[src/rtl/mbs_pkg.sv]
// Constants and types for the Modbus/TCP register server
package mbs_pkg;

  // ==========================================================
  // Timing
  localparam int CLK_HZ           = 10_000_000;
  localparam int IDLE_TIMEOUT_S   = 60;
  localparam int IDLE_TIMEOUT_CYC = IDLE_TIMEOUT_S * CLK_HZ;

  // ==========================================================
  // Sizes
  localparam int FRAME_DEPTH = 256;
  localparam int FIFO_DEPTH  = 16;

  // ==========================================================
  // Byte positions in a frame
  localparam logic [7:0] POS_PROTO_HI = 8'h02;
  localparam logic [7:0] POS_PROTO_LO = 8'h03;
  localparam logic [7:0] POS_LEN_HI   = 8'h04;
  localparam logic [7:0] POS_LEN_LO   = 8'h05;
  localparam logic [7:0] POS_UNIT     = 8'h06;
  localparam logic [7:0] POS_FN       = 8'h07;
  localparam logic [7:0] POS_ARG_HI   = 8'h08;
  localparam logic [7:0] POS_ARG_LO   = 8'h09;
  localparam logic [7:0] POS_CNT_HI   = 8'h0A;
  localparam logic [7:0] POS_CNT_LO   = 8'h0B;
  localparam logic [7:0] POS_BYTECNT  = 8'h0C;
  localparam logic [7:0] POS_WDATA    = 8'h0D;
  localparam logic [7:0] POS_RDATA    = 8'h09;
  localparam logic [7:0] LEN_BASE     = 8'h06;

  // ==========================================================
  // Function and error codes
  localparam logic [7:0] FN_RD_RELAY  = 8'h01;
  localparam logic [7:0] FN_RD_WORD   = 8'h03;
  localparam logic [7:0] FN_WR_RELAY  = 8'h05;
  localparam logic [7:0] FN_WR_WORD   = 8'h06;
  localparam logic [7:0] FN_LOOPBACK  = 8'h08;
  localparam logic [7:0] FN_WR_RELAYS = 8'h0F;
  localparam logic [7:0] FN_WR_WORDS  = 8'h10;
  localparam logic [7:0] EXC_FLAG     = 8'h80;
  localparam logic [7:0] ERR_FUNC     = 8'h01;
  localparam logic [7:0] ERR_ADDR     = 8'h02;

  // ==========================================================
  // Field values and limits
  localparam logic [7:0]  UNIT_LOCAL   = 8'h01;
  localparam logic [7:0]  UNIT_GW_MIN  = 8'h02;
  localparam logic [7:0]  UNIT_GW_MAX  = 8'h63;
  localparam logic [15:0] PROTO_MODBUS = 16'h0000;
  localparam logic [15:0] RELAY_MIN    = 16'h0FA1;
  localparam logic [15:0] RELAY_MAX    = 16'h1BA0;
  localparam logic [15:0] WORD_MIN     = 16'h0001;
  localparam logic [15:0] WORD_MAX     = 16'h1DB0;
  localparam logic [15:0] RD_RELAY_LIM = 16'h0100;
  localparam logic [15:0] RD_WORD_LIM  = 16'h0064;
  localparam logic [15:0] WR_RELAY_LIM = 16'h0100;
  localparam logic [15:0] WR_WORD_LIM  = 16'h0032;
  localparam logic [15:0] ONE_ITEM     = 16'h0001;
  localparam logic [15:0] RELAY_ON     = 16'hFF00;
  localparam logic [15:0] RELAY_OFF    = 16'h0000;
  localparam logic [15:0] LOOP_FIXED   = 16'h0000;
  localparam logic [15:0] LEN_FIXED    = 16'h0006;
  localparam logic [15:0] LEN_WR_HEAD  = 16'h0007;
  localparam logic [15:0] LEN_PDU_MIN  = 16'h0002;
  localparam logic [7:0]  LEN_ERR      = 8'h03;
  localparam logic [7:0]  LEN_RD_HEAD  = 8'h03;
  localparam logic [7:0]  LEN_ECHO     = 8'h06;

  // ==========================================================
  // Interpreter states, Gray coded along the usual path
  typedef enum logic [2:0] {
    ST_RECV   = 3'h0,
    ST_CHECK  = 3'h1,
    ST_ACCESS = 3'h3,
    ST_BUILD  = 3'h2,
    ST_EMIT   = 3'h6
  } mbs_state_t;

endpackage : mbs_pkg

[src/rtl/mbs_stream_if.sv]
// Byte stream carrier with last marker between server and FIFO
`timescale 1ns/1ps
interface mbs_stream_if #(parameter int WIDTH = 8);
  logic [WIDTH-1:0] data;
  logic             last;
  logic             valid;
  logic             ready;
  modport src (output data, output last, output valid, input ready);
  modport snk (input data, input last, input valid, output ready);
endinterface : mbs_stream_if

[src/rtl/mbs_fifo.sv]
// Response FIFO with valid and ready on both sides
`timescale 1ns/1ps
module mbs_fifo #(
  parameter int WIDTH = 8,
  parameter int DEPTH = 16
) (
  // Clock and reset
  input wire logic   core_clk,
  input wire logic   rst_b,
  // Fill side
  mbs_stream_if.snk  wr,
  // Drain side
  mbs_stream_if.src  rd
);
  localparam int AW = (DEPTH > 1) ? $clog2(DEPTH) : 1;

  logic [WIDTH:0] mem [DEPTH];
  logic [AW-1:0]  wr_ptr;
  logic [AW-1:0]  rd_ptr;
  logic [AW:0]    fill;
  logic           push;
  logic           pop;

  assign wr.ready = (fill != (AW+1)'(DEPTH));
  assign rd.valid = (fill != '0);
  assign rd.data  = mem[rd_ptr][WIDTH-1:0];
  assign rd.last  = mem[rd_ptr][WIDTH];
  assign push     = wr.valid && wr.ready;
  assign pop      = rd.valid && rd.ready;

  always_ff @(posedge core_clk) begin
    if (push) begin
      mem[wr_ptr] <= {wr.last, wr.data};
    end
  end

  // ==========================================================
  // Pointers wrap explicitly so DEPTH need not be a power of two
  always_ff @(posedge core_clk) begin
    if (!rst_b) begin
      wr_ptr <= '0;
      rd_ptr <= '0;
      fill   <= '0;
    end else begin
      if (push) begin
        wr_ptr <= (wr_ptr == AW'(DEPTH - 1)) ? '0 : wr_ptr + 1'b1;
      end
      if (pop) begin
        rd_ptr <= (rd_ptr == AW'(DEPTH - 1)) ? '0 : rd_ptr + 1'b1;
      end
      if (push && !pop) begin
        fill <= fill + 1'b1;
      end else if (pop && !push) begin
        fill <= fill - 1'b1;
      end
    end
  end

endmodule : mbs_fifo

[src/rtl/mbs_server.sv]
// Modbus/TCP request interpreter with response FIFO
`timescale 1ns/1ps

module mbs_server
  import mbs_pkg::*;
#(
  parameter int IDLE_CYC   = IDLE_TIMEOUT_CYC,
  parameter int FIFO_WORDS = FIFO_DEPTH
) (
  // Clock and reset
  input wire logic         core_clk,
  input wire logic         rst_b,
  // Connection
  input wire logic         conn_open,
  output logic             conn_close,
  // Request bytes
  input wire logic [7:0]   rx_data,
  input wire logic         rx_valid,
  output logic             rx_ready,
  // Response bytes
  output logic [7:0]       tx_data,
  output logic             tx_last,
  output logic             tx_valid,
  input wire logic         tx_ready,
  // Gateway hand-off
  output logic             gw_fwd,
  output logic [7:0]       gw_unit,
  // Relay and word store
  output logic             mem_req,
  output logic             mem_word,
  output logic             mem_we,
  output logic [15:0]      mem_addr,
  output logic [15:0]      mem_wdata,
  input wire logic [15:0]  mem_rdata,
  input wire logic         mem_ack,
  input wire logic         mem_wr_ok
);

  // ==========================================================
  // Helpers
  function automatic logic range_ok(input logic [15:0] lo,
                                    input logic [15:0] hi,
                                    input logic [15:0] st,
                                    input logic [15:0] ct,
                                    input logic [15:0] lim);
    logic [16:0] top;
    top = {1'b0, st} + {1'b0, ct} - 17'h00001;
    return (ct != '0) && (ct <= lim) && (st >= lo) && (top <= {1'b0, hi});
  endfunction : range_ok

  function automatic logic [15:0] relay_bytes(input logic [15:0] ct);
    logic [16:0] sum;
    sum = {1'b0, ct} + 17'h00007;
    return sum[16:1] >> 2;
  endfunction : relay_bytes

  // ==========================================================
  // State
  mbs_state_t   state;
  logic [7:0]   frame [FRAME_DEPTH];
  logic [16:0]  rx_cnt;
  logic [16:0]  rx_total;
  logic [16:0]  next_total;
  logic         rx_fire;
  logic         rx_done;
  logic [7:0]   fn;
  logic [15:0]  nitems;
  logic [15:0]  idx;
  logic         is_write;
  logic         is_word;
  logic         err;
  logic [7:0]   err_code;
  logic [7:0]   tx_idx;
  logic [7:0]   tx_total;
  logic [31:0]  idle_cnt;
  logic         acc_fire;

  mbs_stream_if #(.WIDTH(8)) push_if ();
  mbs_stream_if #(.WIDTH(8)) pop_if ();

  // Request fields as stored
  logic [15:0]  f_proto;
  logic [7:0]   f_unit;
  logic [7:0]   f_fn;
  logic [15:0]  f_arg;
  logic [15:0]  f_cnt;
  logic [15:0]  f_plen;
  logic [15:0]  f_bc;

  assign f_proto = {frame[POS_PROTO_HI], frame[POS_PROTO_LO]};
  assign f_unit  = frame[POS_UNIT];
  assign f_fn    = frame[POS_FN];
  assign f_arg   = {frame[POS_ARG_HI], frame[POS_ARG_LO]};
  assign f_cnt   = {frame[POS_CNT_HI], frame[POS_CNT_LO]};
  assign f_plen  = rx_total[15:0] - {8'h00, LEN_BASE};
  assign f_bc    = {8'h00, frame[POS_BYTECNT]};

  // Write data for item i of the current request
  function automatic logic [15:0] item_data(input logic [7:0] f,
                                            input logic [15:0] i);
    logic [7:0] p;
    logic [7:0] b;
    p = '0;
    b = '0;
    item_data = '0;
    case (f)
      FN_WR_RELAY: item_data = {15'h0000, f_cnt == RELAY_ON};
      FN_WR_WORD:  item_data = f_cnt;
      FN_WR_RELAYS: begin
        p = POS_WDATA + {3'h0, i[7:3]};
        b = frame[p];
        item_data = {15'h0000, b[i[2:0]]};
      end
      FN_WR_WORDS: begin
        p = POS_WDATA + {i[6:0], 1'b0};
        item_data = {frame[p], frame[p + 8'h01]};
      end
      default: item_data = '0;
    endcase
  endfunction : item_data

  // ==========================================================
  // Receive: one frame at a time, nothing taken while busy
  assign rx_ready = (state == ST_RECV);
  assign rx_fire  = rx_valid && rx_ready;
  assign next_total = (rx_cnt == {9'h000, POS_LEN_LO})
                    ? {1'b0, frame[POS_LEN_HI], rx_data} + {9'h000, LEN_BASE}
                    : rx_total;
  assign rx_done  = rx_fire && (rx_cnt >= {9'h000, POS_LEN_LO})
                 && (rx_cnt + 17'h00001 == next_total);

  always_ff @(posedge core_clk) begin
    if (!rst_b) begin
      rx_cnt   <= '0;
      rx_total <= '0;
    end else if (!conn_open || conn_close) begin
      rx_cnt <= '0;
    end else if (rx_fire) begin
      rx_total <= next_total;
      rx_cnt   <= rx_done ? '0 : rx_cnt + 17'h00001;
    end
  end

  // ==========================================================
  // Request check
  logic        chk_drop;
  logic        chk_gw;
  logic        chk_err;
  logic [7:0]  chk_code;
  logic [15:0] chk_items;
  logic        chk_wr;
  logic        chk_word;

  always_comb begin
    chk_gw    = (f_unit >= UNIT_GW_MIN) && (f_unit <= UNIT_GW_MAX);
    // Oversize frames were only partly stored, so they are dropped
    chk_drop  = (rx_total > 17'(FRAME_DEPTH))
             || (f_proto != PROTO_MODBUS)
             || (f_plen < LEN_PDU_MIN)
             || !((f_unit == UNIT_LOCAL) || chk_gw);
    chk_err   = 1'b0;
    chk_code  = ERR_ADDR;
    chk_items = '0;
    chk_wr    = 1'b0;
    chk_word  = 1'b0;
    case (f_fn)
      FN_RD_RELAY: begin
        chk_err   = (f_plen != LEN_FIXED)
                 || !range_ok(RELAY_MIN, RELAY_MAX, f_arg, f_cnt, RD_RELAY_LIM);
        chk_items = f_cnt;
      end
      FN_RD_WORD: begin
        chk_err   = (f_plen != LEN_FIXED)
                 || !range_ok(WORD_MIN, WORD_MAX, f_arg, f_cnt, RD_WORD_LIM);
        chk_items = f_cnt;
        chk_word  = 1'b1;
      end
      FN_WR_RELAY: begin
        chk_err   = (f_plen != LEN_FIXED)
                 || !range_ok(RELAY_MIN, RELAY_MAX, f_arg, ONE_ITEM, ONE_ITEM);
        chk_items = ((f_cnt == RELAY_ON) || (f_cnt == RELAY_OFF))
                  ? ONE_ITEM : '0;
        chk_wr    = 1'b1;
      end
      FN_WR_WORD: begin
        chk_err   = (f_plen != LEN_FIXED)
                 || !range_ok(WORD_MIN, WORD_MAX, f_arg, ONE_ITEM, ONE_ITEM);
        chk_items = ONE_ITEM;
        chk_wr    = 1'b1;
        chk_word  = 1'b1;
      end
      FN_LOOPBACK: begin
        chk_err = (f_plen != LEN_FIXED) || (f_arg != LOOP_FIXED);
      end
      FN_WR_RELAYS: begin
        chk_err   = !range_ok(RELAY_MIN, RELAY_MAX, f_arg, f_cnt, WR_RELAY_LIM)
                 || (f_bc != relay_bytes(f_cnt))
                 || (f_plen != LEN_WR_HEAD + f_bc);
        chk_items = f_cnt;
        chk_wr    = 1'b1;
      end
      FN_WR_WORDS: begin
        chk_err   = !range_ok(WORD_MIN, WORD_MAX, f_arg, f_cnt, WR_WORD_LIM)
                 || (f_bc != {f_cnt[14:0], 1'b0})
                 || (f_plen != LEN_WR_HEAD + f_bc);
        chk_items = f_cnt;
        chk_wr    = 1'b1;
        chk_word  = 1'b1;
      end
      default: begin
        chk_err  = 1'b1;
        chk_code = ERR_FUNC;
      end
    endcase
  end

  // ==========================================================
  // Sequencer
  always_ff @(posedge core_clk) begin
    if (!rst_b) begin
      state <= ST_RECV;
    end else begin
      case (state)
        ST_RECV: begin
          if (rx_done) begin
            state <= ST_CHECK;
          end
        end
        ST_CHECK: begin
          if (chk_drop || chk_gw) begin
            state <= ST_RECV;
          end else if (chk_err) begin
            state <= ST_BUILD;
          end else begin
            state <= ST_ACCESS;
          end
        end
        ST_ACCESS: begin
          if (idx == nitems) begin
            state <= ST_BUILD;
          end
        end
        ST_BUILD: state <= ST_EMIT;
        ST_EMIT: begin
          if (push_if.ready && (tx_idx == tx_total - 8'h01)) begin
            state <= ST_RECV;
          end
        end
        default: state <= ST_RECV;
      endcase
    end
  end

  // Captured request decode
  always_ff @(posedge core_clk) begin
    if (!rst_b) begin
      fn       <= '0;
      nitems   <= '0;
      is_write <= 1'b0;
      is_word  <= 1'b0;
      err      <= 1'b0;
      err_code <= '0;
    end else if (state == ST_CHECK) begin
      fn       <= f_fn;
      nitems   <= chk_items;
      is_write <= chk_wr;
      is_word  <= chk_word;
      err      <= chk_err;
      err_code <= chk_code;
    end
  end

  // Gateway hand-off pulse
  always_ff @(posedge core_clk) begin
    if (!rst_b) begin
      gw_fwd  <= 1'b0;
      gw_unit <= '0;
    end else begin
      gw_fwd <= (state == ST_CHECK) && !chk_drop && chk_gw;
      if (state == ST_CHECK) begin
        gw_unit <= f_unit;
      end
    end
  end

  // ==========================================================
  // Store port
  assign mem_req  = (state == ST_ACCESS) && (idx != nitems);
  assign mem_word = is_word;
  assign mem_we   = mem_req && is_write && mem_wr_ok;
  assign acc_fire = mem_req && mem_ack;

  always_ff @(posedge core_clk) begin
    if (!rst_b) begin
      idx       <= '0;
      mem_addr  <= '0;
      mem_wdata <= '0;
    end else if (state == ST_CHECK) begin
      idx       <= '0;
      mem_addr  <= f_arg;
      mem_wdata <= item_data(f_fn, '0);
    end else if (acc_fire) begin
      idx       <= idx + 16'h0001;
      mem_addr  <= mem_addr + 16'h0001;
      mem_wdata <= item_data(fn, idx + 16'h0001);
    end
  end

  // ==========================================================
  // Frame buffer: request in, read data and header patch, response out
  logic [15:0] relay_n;
  logic [7:0]  rd_bytes;
  logic [7:0]  resp_len;
  logic [7:0]  rbyte_pos;
  logic [7:0]  rword_pos;

  assign relay_n   = relay_bytes(nitems);
  assign rd_bytes  = is_word ? {nitems[6:0], 1'b0} : relay_n[7:0];
  assign rbyte_pos = POS_RDATA + {3'h0, idx[7:3]};
  assign rword_pos = POS_RDATA + {idx[6:0], 1'b0};

  always_comb begin
    if (err) begin
      resp_len = LEN_ERR;
    end else if (!is_write && (fn != FN_LOOPBACK)) begin
      resp_len = rd_bytes + LEN_RD_HEAD;
    end else begin
      resp_len = LEN_ECHO;
    end
  end

  always_ff @(posedge core_clk) begin
    if (rx_fire && (rx_cnt < 17'(FRAME_DEPTH))) begin
      frame[rx_cnt[7:0]] <= rx_data;
    end else if (acc_fire && !is_write) begin
      if (is_word) begin
        frame[rword_pos]         <= mem_rdata[15:8];
        frame[rword_pos + 8'h01] <= mem_rdata[7:0];
      end else if (idx[2:0] == 3'h0) begin
        frame[rbyte_pos] <= {7'h00, mem_rdata[0]};
      end else begin
        frame[rbyte_pos] <= frame[rbyte_pos]
                          | ({7'h00, mem_rdata[0]} << idx[2:0]);
      end
    end else if (state == ST_BUILD) begin
      // Id, protocol and unit bytes stay as received
      frame[POS_LEN_HI] <= 8'h00;
      frame[POS_LEN_LO] <= resp_len;
      if (err) begin
        frame[POS_FN]     <= fn | EXC_FLAG;
        frame[POS_ARG_HI] <= err_code;
      end else if (!is_write && (fn != FN_LOOPBACK)) begin
        frame[POS_ARG_HI] <= rd_bytes;
      end
    end
  end

  // ==========================================================
  // Response emit into FIFO
  always_ff @(posedge core_clk) begin
    if (!rst_b) begin
      tx_idx   <= '0;
      tx_total <= '0;
    end else if (state == ST_BUILD) begin
      tx_idx   <= '0;
      tx_total <= LEN_BASE + resp_len;
    end else if ((state == ST_EMIT) && push_if.ready) begin
      tx_idx <= tx_idx + 8'h01;
    end
  end

  assign push_if.valid = (state == ST_EMIT);
  assign push_if.data  = frame[tx_idx];
  assign push_if.last  = (tx_idx == tx_total - 8'h01);
  assign tx_data       = pop_if.data;
  assign tx_last       = pop_if.last;
  assign tx_valid      = pop_if.valid;
  assign pop_if.ready  = tx_ready;

  mbs_fifo #(
    .WIDTH (8),
    .DEPTH (FIFO_WORDS)
  ) u_fifo (
    .core_clk (core_clk),
    .rst_b    (rst_b),
    .wr       (push_if.snk),
    .rd       (pop_if.src)
  );

  // ==========================================================
  // Idle watchdog: counts from the last request byte
  always_ff @(posedge core_clk) begin
    if (!rst_b) begin
      idle_cnt   <= '0;
      conn_close <= 1'b0;
    end else begin
      conn_close <= 1'b0;
      if (!conn_open || rx_fire) begin
        idle_cnt <= '0;
      end else if (idle_cnt == 32'(IDLE_CYC - 1)) begin
        idle_cnt   <= '0;
        conn_close <= 1'b1;
      end else begin
        idle_cnt <= idle_cnt + 32'h0000_0001;
      end
    end
  end

endmodule : mbs_server

[config.mk]
export PLATFORM = sky130hd
export DESIGN_NAME = mbs_server
export DESIGN_NICKNAME = d
export VERILOG_FILES = /design/src/rtl/mbs_pkg.sv /design/src/rtl/mbs_stream_if.sv /design/src/rtl/mbs_fifo.sv /design/src/rtl/mbs_server.sv
export SDC_FILE = /design/constraint.sdc
export NUM_CORES = 2
export LEC_CHECK = 0
export CAP_MARGIN = 20
export CORE_UTILIZATION = 43
export DETAILED_ROUTE_END_ITERATION = 12
export DONT_BUFFER_PORTS = 1
export SYNTH_ARGS = -nofsm -noshare
export SYNTH_HDL_FRONTEND = slang
export SYNTH_SLANG_ARGS = --single-unit
[constraint.sdc]
create_clock -name core_clk -period 5.4 [get_ports core_clk]
set_input_delay 1.08 -clock core_clk [delete_from_list [all_inputs] [get_ports core_clk]]
set_output_delay 1.08 -clock core_clk [all_outputs]
set_load 0.03 [all_outputs]
# --- Word-level counts from Yosys, hierarchy flattened ---
# Memories as Yosys holds them, arrays and structs flattened. A register that Yosys moved wholly into a read port is not among the register bits.
# Index checks and enable logic that the tools add are counted.
op_classes:
  n_addsub: 27
  multipliers: 0
  div: 0
  magnitude_cmp: 16
  n_eq_ne: 34
  shift: 1
  n_mux: 81
  bitwise: 5
  reduce_logical: 81
ops:
  columns: ["op", "n"]
  rows:
  - ["$pmux 16 s4", 2]
  - ["$mux 8", 15]
  - ["$le 17x13->1 const B", 4]
  - ["$mux 16", 4]
  - ["$pmux 16 s3", 1]
  - ["$reduce_bool 16->1", 3]
  - ["$mux 1", 43]
  - ["$add 16x3->17 const B", 2]
  - ["$mux 17", 2]
  - ["$sub 17x1->17 const B", 2]
  - ["$add 16x1->16 const B", 2]
  - ["$add 32x1->32 const B", 1]
  - ["$eq 32x30->1 const B", 1]
  - ["$eq 8x3->1 const B", 4]
  - ["$reduce_or 8->1", 4]
  - ["$logic_and 1x1->1", 29]
  - ["$add 8x1->8 const B", 3]
  - ["$eq 8x4->1 const B", 3]
  - ["$add 16x1->17 const B", 1]
  - ["$add 16x16->17", 1]
  - ["$add 17x1->17 const B", 1]
  - ["$eq 17x17->1", 1]
  - ["$eq 17x3->1 const B", 1]
  - ["$ge 17x3->1 const B", 1]
  - ["64 further kinds", 114]
word_totals:
  regBits: 191
  latchBits: 0
  ramBits: 2192
  rom_bits: 0
  in_bits: 31
  out_inout_bits: 56
  word_cells: 268
  mem_count: 2
mem_list:
  columns: ["name", "words", "word_bits", "rd", "rd_ports_with_merged_regs", "write_ports", "line_no", "rtl"]
  rows:
  - ["frame", 256, 8, 17, 1, 4, "mbs_server.sv:60", "logic [7:0] frame [FRAME_DEPTH];"]
  - ["u_fifo.mem", 16, 9, 1, 1, 1, "mbs_fifo.sv:17", "logic [WIDTH:0] mem [DEPTH];"]

# --- Depth between registers and ports, before layout ---
# An unclocked memory read counts as a cell.
depth:
  ltp_word: 12
  depth_mapped: 21
  depth_no_buf: 15

# --- Cells and area by module ---
# A second synthesis with hierarchy kept.
hier_totals:
  cells_unflattened: 9834
  hier_area_um2: 135155.9
modules_own_cells:
  columns: ["module", "n_inst", "cells_each", "area_each_um2", "seq_area_each_um2"]
  rows:
  - ["mbs_server", 1, 9499, 128779.8, 65012.4]
  - ["mbs_fifo", 1, 335, 6376.1, 4664.5]

# --- Worst setup path before layout ---
# No wires, ideal clock.
synth_path:
  path_type: "register to register"
  from: "register idx[1]"
  to: "register mem_wdata[0]"
  setup_ns: 0.116
  arrival_ns: 4.780
  t_required_ns: 5.284
  slack_ns: 0.504
  path_stages_with_launch: 22
  path_buffers: 9
  synth_period_minus_slack_ns: 4.896
  path_cell_list: "dfxtp_1 > buf_4 > and3_1 > buf_4 > xnor2_2 > inv_2 > buf_2 > buf_2 > buf_4 > ha_1 > buf_1 > clkbuf_1 > clkbuf_1 > buf_1 > mux4_2 > nand2_1 > a21oi_1 > a211oi_1 > a21oi_1 > o21ai_0 > o2111ai_1 > a31o_2"
synth_via:
  elab_chain_cells: 8
  word_cells_on_any_way: 14
  classes_between: "add/sub: 4; eq/ne: 1; mux: 5; reduce/logical: 3; memory: 1"
synth_rtl:
  columns: ["element", "line_no", "rtl"]
  rows:
  - ["start: declaration", "mbs_server.sv:68", "logic [15:0] idx;"]
  - ["start signal: assignment", "mbs_server.sv:303", "idx <= idx + 16'h0001;"]
  - ["parallel branches: the longest is 8 deep, another holds $add 16x1->16", null, null]
  - ["end signal: assignment", "mbs_server.sv:301", "mem_wdata <= item_data(f_fn, '0);"]
  - ["end signal: assignment", "mbs_server.sv:305", "mem_wdata <= item_data(fn, idx + 16'h0001);"]
  - ["end: declaration", "mbs_server.sv:33", "output logic [15:0] mem_wdata,"]
# Several ways; the timed one is not identified. The select of a mux whose other input is x is not followed.
# A chain may end at the register's enable or synchronous reset.

# --- Final worst setup path ---
# Ends and elaborated chain as after synthesis.

==> summary.txt <==
Result of the run -> finished, final reports clean
Initial cell density of the core -> 43.2%
Slowest library cell on the worst path -> sky130_fd_sc_hd__xnor2_2
Number of slew-limit violations in the final report -> 0
Total negative slack -> 0 ps
Post-Syn Area per Cell -> 13.9 um2
Terminus of the critical flop-to-flop path -> mem_wdata[0]$_SDFFE_PN0P_
Hold Startpoint -> rx_data[1]
Worst clock skew on the final layout -> 63.3 ps
Ratio of final minimum period to clock period -> 98.2%
Root buf cell -> sky130_fd_sc_hd__clkbuf_16
Worst-Skew Late Latency -> 950 ps
Total routing resource utilization after global routing -> 34.9%
Worst-path clk slew -> 60 ps
Core area -> 312,000 um2
Count of state elements after synthesis -> 2,389
Worst Hold Endpoint -> rx_total[1]$_SDFFE_PN0P_
Routed wire length -> 559,000 um
Starting DRT DRC Count -> 17,200
Die Span Y -> 562 um
Worst Reg-to-Reg Cells -> 15
Dominant cell type by count on the critical path -> sky130_fd_sc_hd__buf_12
Hold violation count in the final report -> 0
Setup violations, final -> 0
Detail Route Antenna Nets -> 0
Final global-route overflow total -> 0
Io pins -> 87
Maximum number of pins on one net before global-route repair -> 134
Critical path buffers and inverters -> 4
Highest cell delay on the worst timing path -> 870 ps
Seq/Total Area, Yosys -> 51.7%
Yosys top cell area share -> 48.7%
Kind of cell adding the most delay to the critical path -> compound AO/OA/AOI/OAI gates
Areal power density over the cells -> 265 nW/um2
Maximum Capacitance Violations -> 0
Most common cell after layout, fill and taps aside -> sky130_fd_sc_hd__edfxtp_1
Commonest non-fill, non-tap cells in the layout -> sky130_fd_sc_hd__edfxtp_1 (2,183), sky130_fd_sc_hd__mux4_2 (1,600), sky130_fd_sc_hd__nor2_1 (1,399)
Number of buffers inserted during clock tree synthesis -> 276
Post-layout utilization of the core -> 48.9%
Crit start category -> flop
Worst flop-to-flop path startpoint -> idx[1]$_SDFFE_PP0P_
Chip Width -> 562 um
Least-Margin Pin Slew -> 1380 ps
Number of buffers inserted by port buffering -> 0
Vias after detailed routing -> 99,700
Cells after Synth -> 9,693
Instance count on the critical path -> 15
Leakage dissipation -> 0.0476 uW
Routed via count divided by cell count -> 7.01
Setup repair after global routing missed its margin -> false
Final weighted congestion in routability-driven placement -> 1.04
Nets in the synthesized netlist -> 9,786
Clock tree from TritonCTS -> built
Share of cells above drive strength 1 -> 29.0%
Post-layout nets -> 9,917
Area of placed instances -> 144,000 um2
Data required time at the worst endpoint -> 6260 ps
Post-CTS setup repair buffer count -> 0
Fraction of registers with async set or reset after synthesis -> 0%
H-tree levels -> 5
Post-layout instance count excluding filler cells -> 14,200
Count of standard-cell rows -> 205
Design area -> 153,000 um2
Max frequency -> 189 MHz
Number of sinks on the clock net -> 2,389
Largest cells by area after synthesis -> sky130_fd_sc_hd__edfxtp_1 (49%), sky130_fd_sc_hd__mux4_2 (27%), sky130_fd_sc_hd__a21oi_1 (4.4%)
Distinct cells, synth -> 88
Wirelength per Cell -> 39.3 um
Mapped cell area -> 135,000 um2
Startpoint-to-endpoint class of the critical path -> flop to flop
VDD IR-drop max -> 0.000236 V
Synth-to-Final Area Change -> 13.2%
Warnings from Yosys -> 0
Worst setup EP type -> flop
Cell-by-cell listing of the critical path -> ha_1 > xor2_1 > buf_4 > clkinv_1 > ha_4 > nor2b_1 > a31oi_1 > xnor2_2 > buf_12 > buf_12 > nor2_1 > a22oi_1 > nand4_1 > a21oi_1 > a31o_2
Number of enable flip-flop cells after synthesis -> 2,183
Most used DFF post-synth -> sky130_fd_sc_hd__edfxtp_1
DRT Pass-1 Iters -> 6
Post-synth top area cell -> sky130_fd_sc_hd__edfxtp_1
Crit path max fanout -> 15
Overall die area -> 315,000 um2
Placed cells -> 13,700
Total DRC errors in the routed layout -> 0
Arrival time worst endpoint -> 6160 ps
Worst Hold Depth -> 1
Worst-case headroom to the max-slew limit -> 7.91%
First-pass GRT wire length -> 767,000 um
Bufs on Longest Clock Path -> 4
Post-layout minimum cycle time -> 5300 ps
Register-to-register setup slack -> 100 ps
Via count of the first global-routing pass -> 93,400
Filler Cell Count -> 26,300
Number of antenna violations at the first check in global routing -> 71
Hold Path Class -> input port to flop
Estimated wirelength of the detail-placed design -> 391,000 um
[power by group]
group / total, uW / switching [uW] / internal [uW]
Combinational: 1420 / 935 / 486
Sequential: 20300 / 63.4 / 20200
Clock: 18800 / 8120 / 10700
[repair_timing]
| item | in CTS | in global routing |
|---|---|---|
| setup endpoints to repair | 59 | 53 |
| pin swaps | 0 | 0 |
| gates resized for setup | 1 | 1 |
| hold buffers | 0 | 0 |
[layer usage]
| metal | global-route usage, % | part of all wire [%] |
|---|---|---|
| met1 | 44.9 | 35 |
| met2 | 52.0 | 44 |
| met3 | 11.7 | 15 |
| met4 | 19.5 | 6.7 |
| met5 | 0.271 | 0.12 |
[through the flow]
step                      hold slack (ps)  power [uW]  setup WS [ps]
final                                 240       40500           97.3
after global placement                440       22000           -140
after global routing                  232       41200           46.0
after CTS                             201       40500            244
after detailed placement              467       22000           -158
after floorplan                       430       21600            504
[worst max-delay path by stage]
stage / endpoint / startpoint / slack, ps
2_1_floorplan: mem_wdata[0]$_SDFFE_PN0P_ / idx[1]$_SDFFE_PP0P_ / 500
4_1_cts: frame[44][1]$_DFFE_PP_ / idx[5]$_SDFFE_PP0P_ / 240
5_1_grt: mem_wdata[0]$_SDFFE_PN0P_ / idx[1]$_SDFFE_PP0P_ / 50
3_5_place_dp: frame[220][6]$_DFFE_PP_ / idx[5]$_SDFFE_PP0P_ / -160
3_3_place_gp: frame[220][7]$_DFFE_PP_ / idx[5]$_SDFFE_PP0P_ / -140
6_report: mem_wdata[0]$_SDFFE_PN0P_ / idx[1]$_SDFFE_PP0P_ / 100
[logic make-up (layout without fill, tap and decap cells)]
kind of cell,count (synthesis),count (layout),synth area share [%]
buffers and inverters,1069,1422,3.30
flip-flops,2389,2389,51.7
AND/OR/NAND/NOR,2423,2423,7.74
multiplexers,1734,1734,27.8
AO/OA/AOI/OAI,1800,1800,7.44
XOR/XNOR,216,216,1.45
other,0,43,0
adder cells (fa/ha/maj),62,62,0.587
[registers in the layout, summed over array words and instances (netlist names), 3 cells and up, named ones only]
signal / flops
u_fifo.wr_ptr: 4
u_fifo.rd_ptr: 4
rx_cnt: 17
state: 3
mem_addr: 16
u_fifo.mem: 144
fn: 8
idx: 16
frame: 2048
u_fifo.fill: 5
rx_total: 17
mem_wdata: 16
tx_total: 8
gw_unit: 8
idle_cnt: 32
tx_idx: 8
nitems: 16
[layout make-up]
cell class / count / area [um2] / area share, %
Sequential cell: 2389 / 69700 / 45.7
Multi-Input combinational cell: 6235 / 61000 / 40.0
Clock buffer: 350 / 7460 / 4.89
Timing Repair Buffer: 801 / 7270 / 4.77
Tap cell: 4140 / 5180 / 3.40
Clock inverter: 150 / 1360 / 0.889
Inverter: 121 / 479 / 0.314
Antenna cell: 43 / 108 / 0.0705
[synth_stat cells, types with 95 or more instances]
| master | n |
|---|---|
| sky130_fd_sc_hd__edfxtp_1 | 2183 |
| sky130_fd_sc_hd__dfxtp_1 | 206 |
| sky130_fd_sc_hd__buf_2 | 152 |
| sky130_fd_sc_hd__nor3_1 | 95 |
| sky130_fd_sc_hd__nand2_1 | 449 |
| sky130_fd_sc_hd__nor2_1 | 1411 |
| sky130_fd_sc_hd__a21oi_1 | 1190 |
| sky130_fd_sc_hd__nand3_1 | 113 |
| sky130_fd_sc_hd__mux4_2 | 1600 |
| sky130_fd_sc_hd__o21ai_0 | 267 |
| sky130_fd_sc_hd__buf_1 | 107 |
| sky130_fd_sc_hd__mux2i_1 | 126 |
| sky130_fd_sc_hd__xnor2_1 | 115 |
| sky130_fd_sc_hd__clkbuf_1 | 633 |
| sky130_fd_sc_hd__inv_1 | 117 |
| sky130_fd_sc_hd__xor2_1 | 96 |
Note: power is estimated with default switching activity, not from simulation.
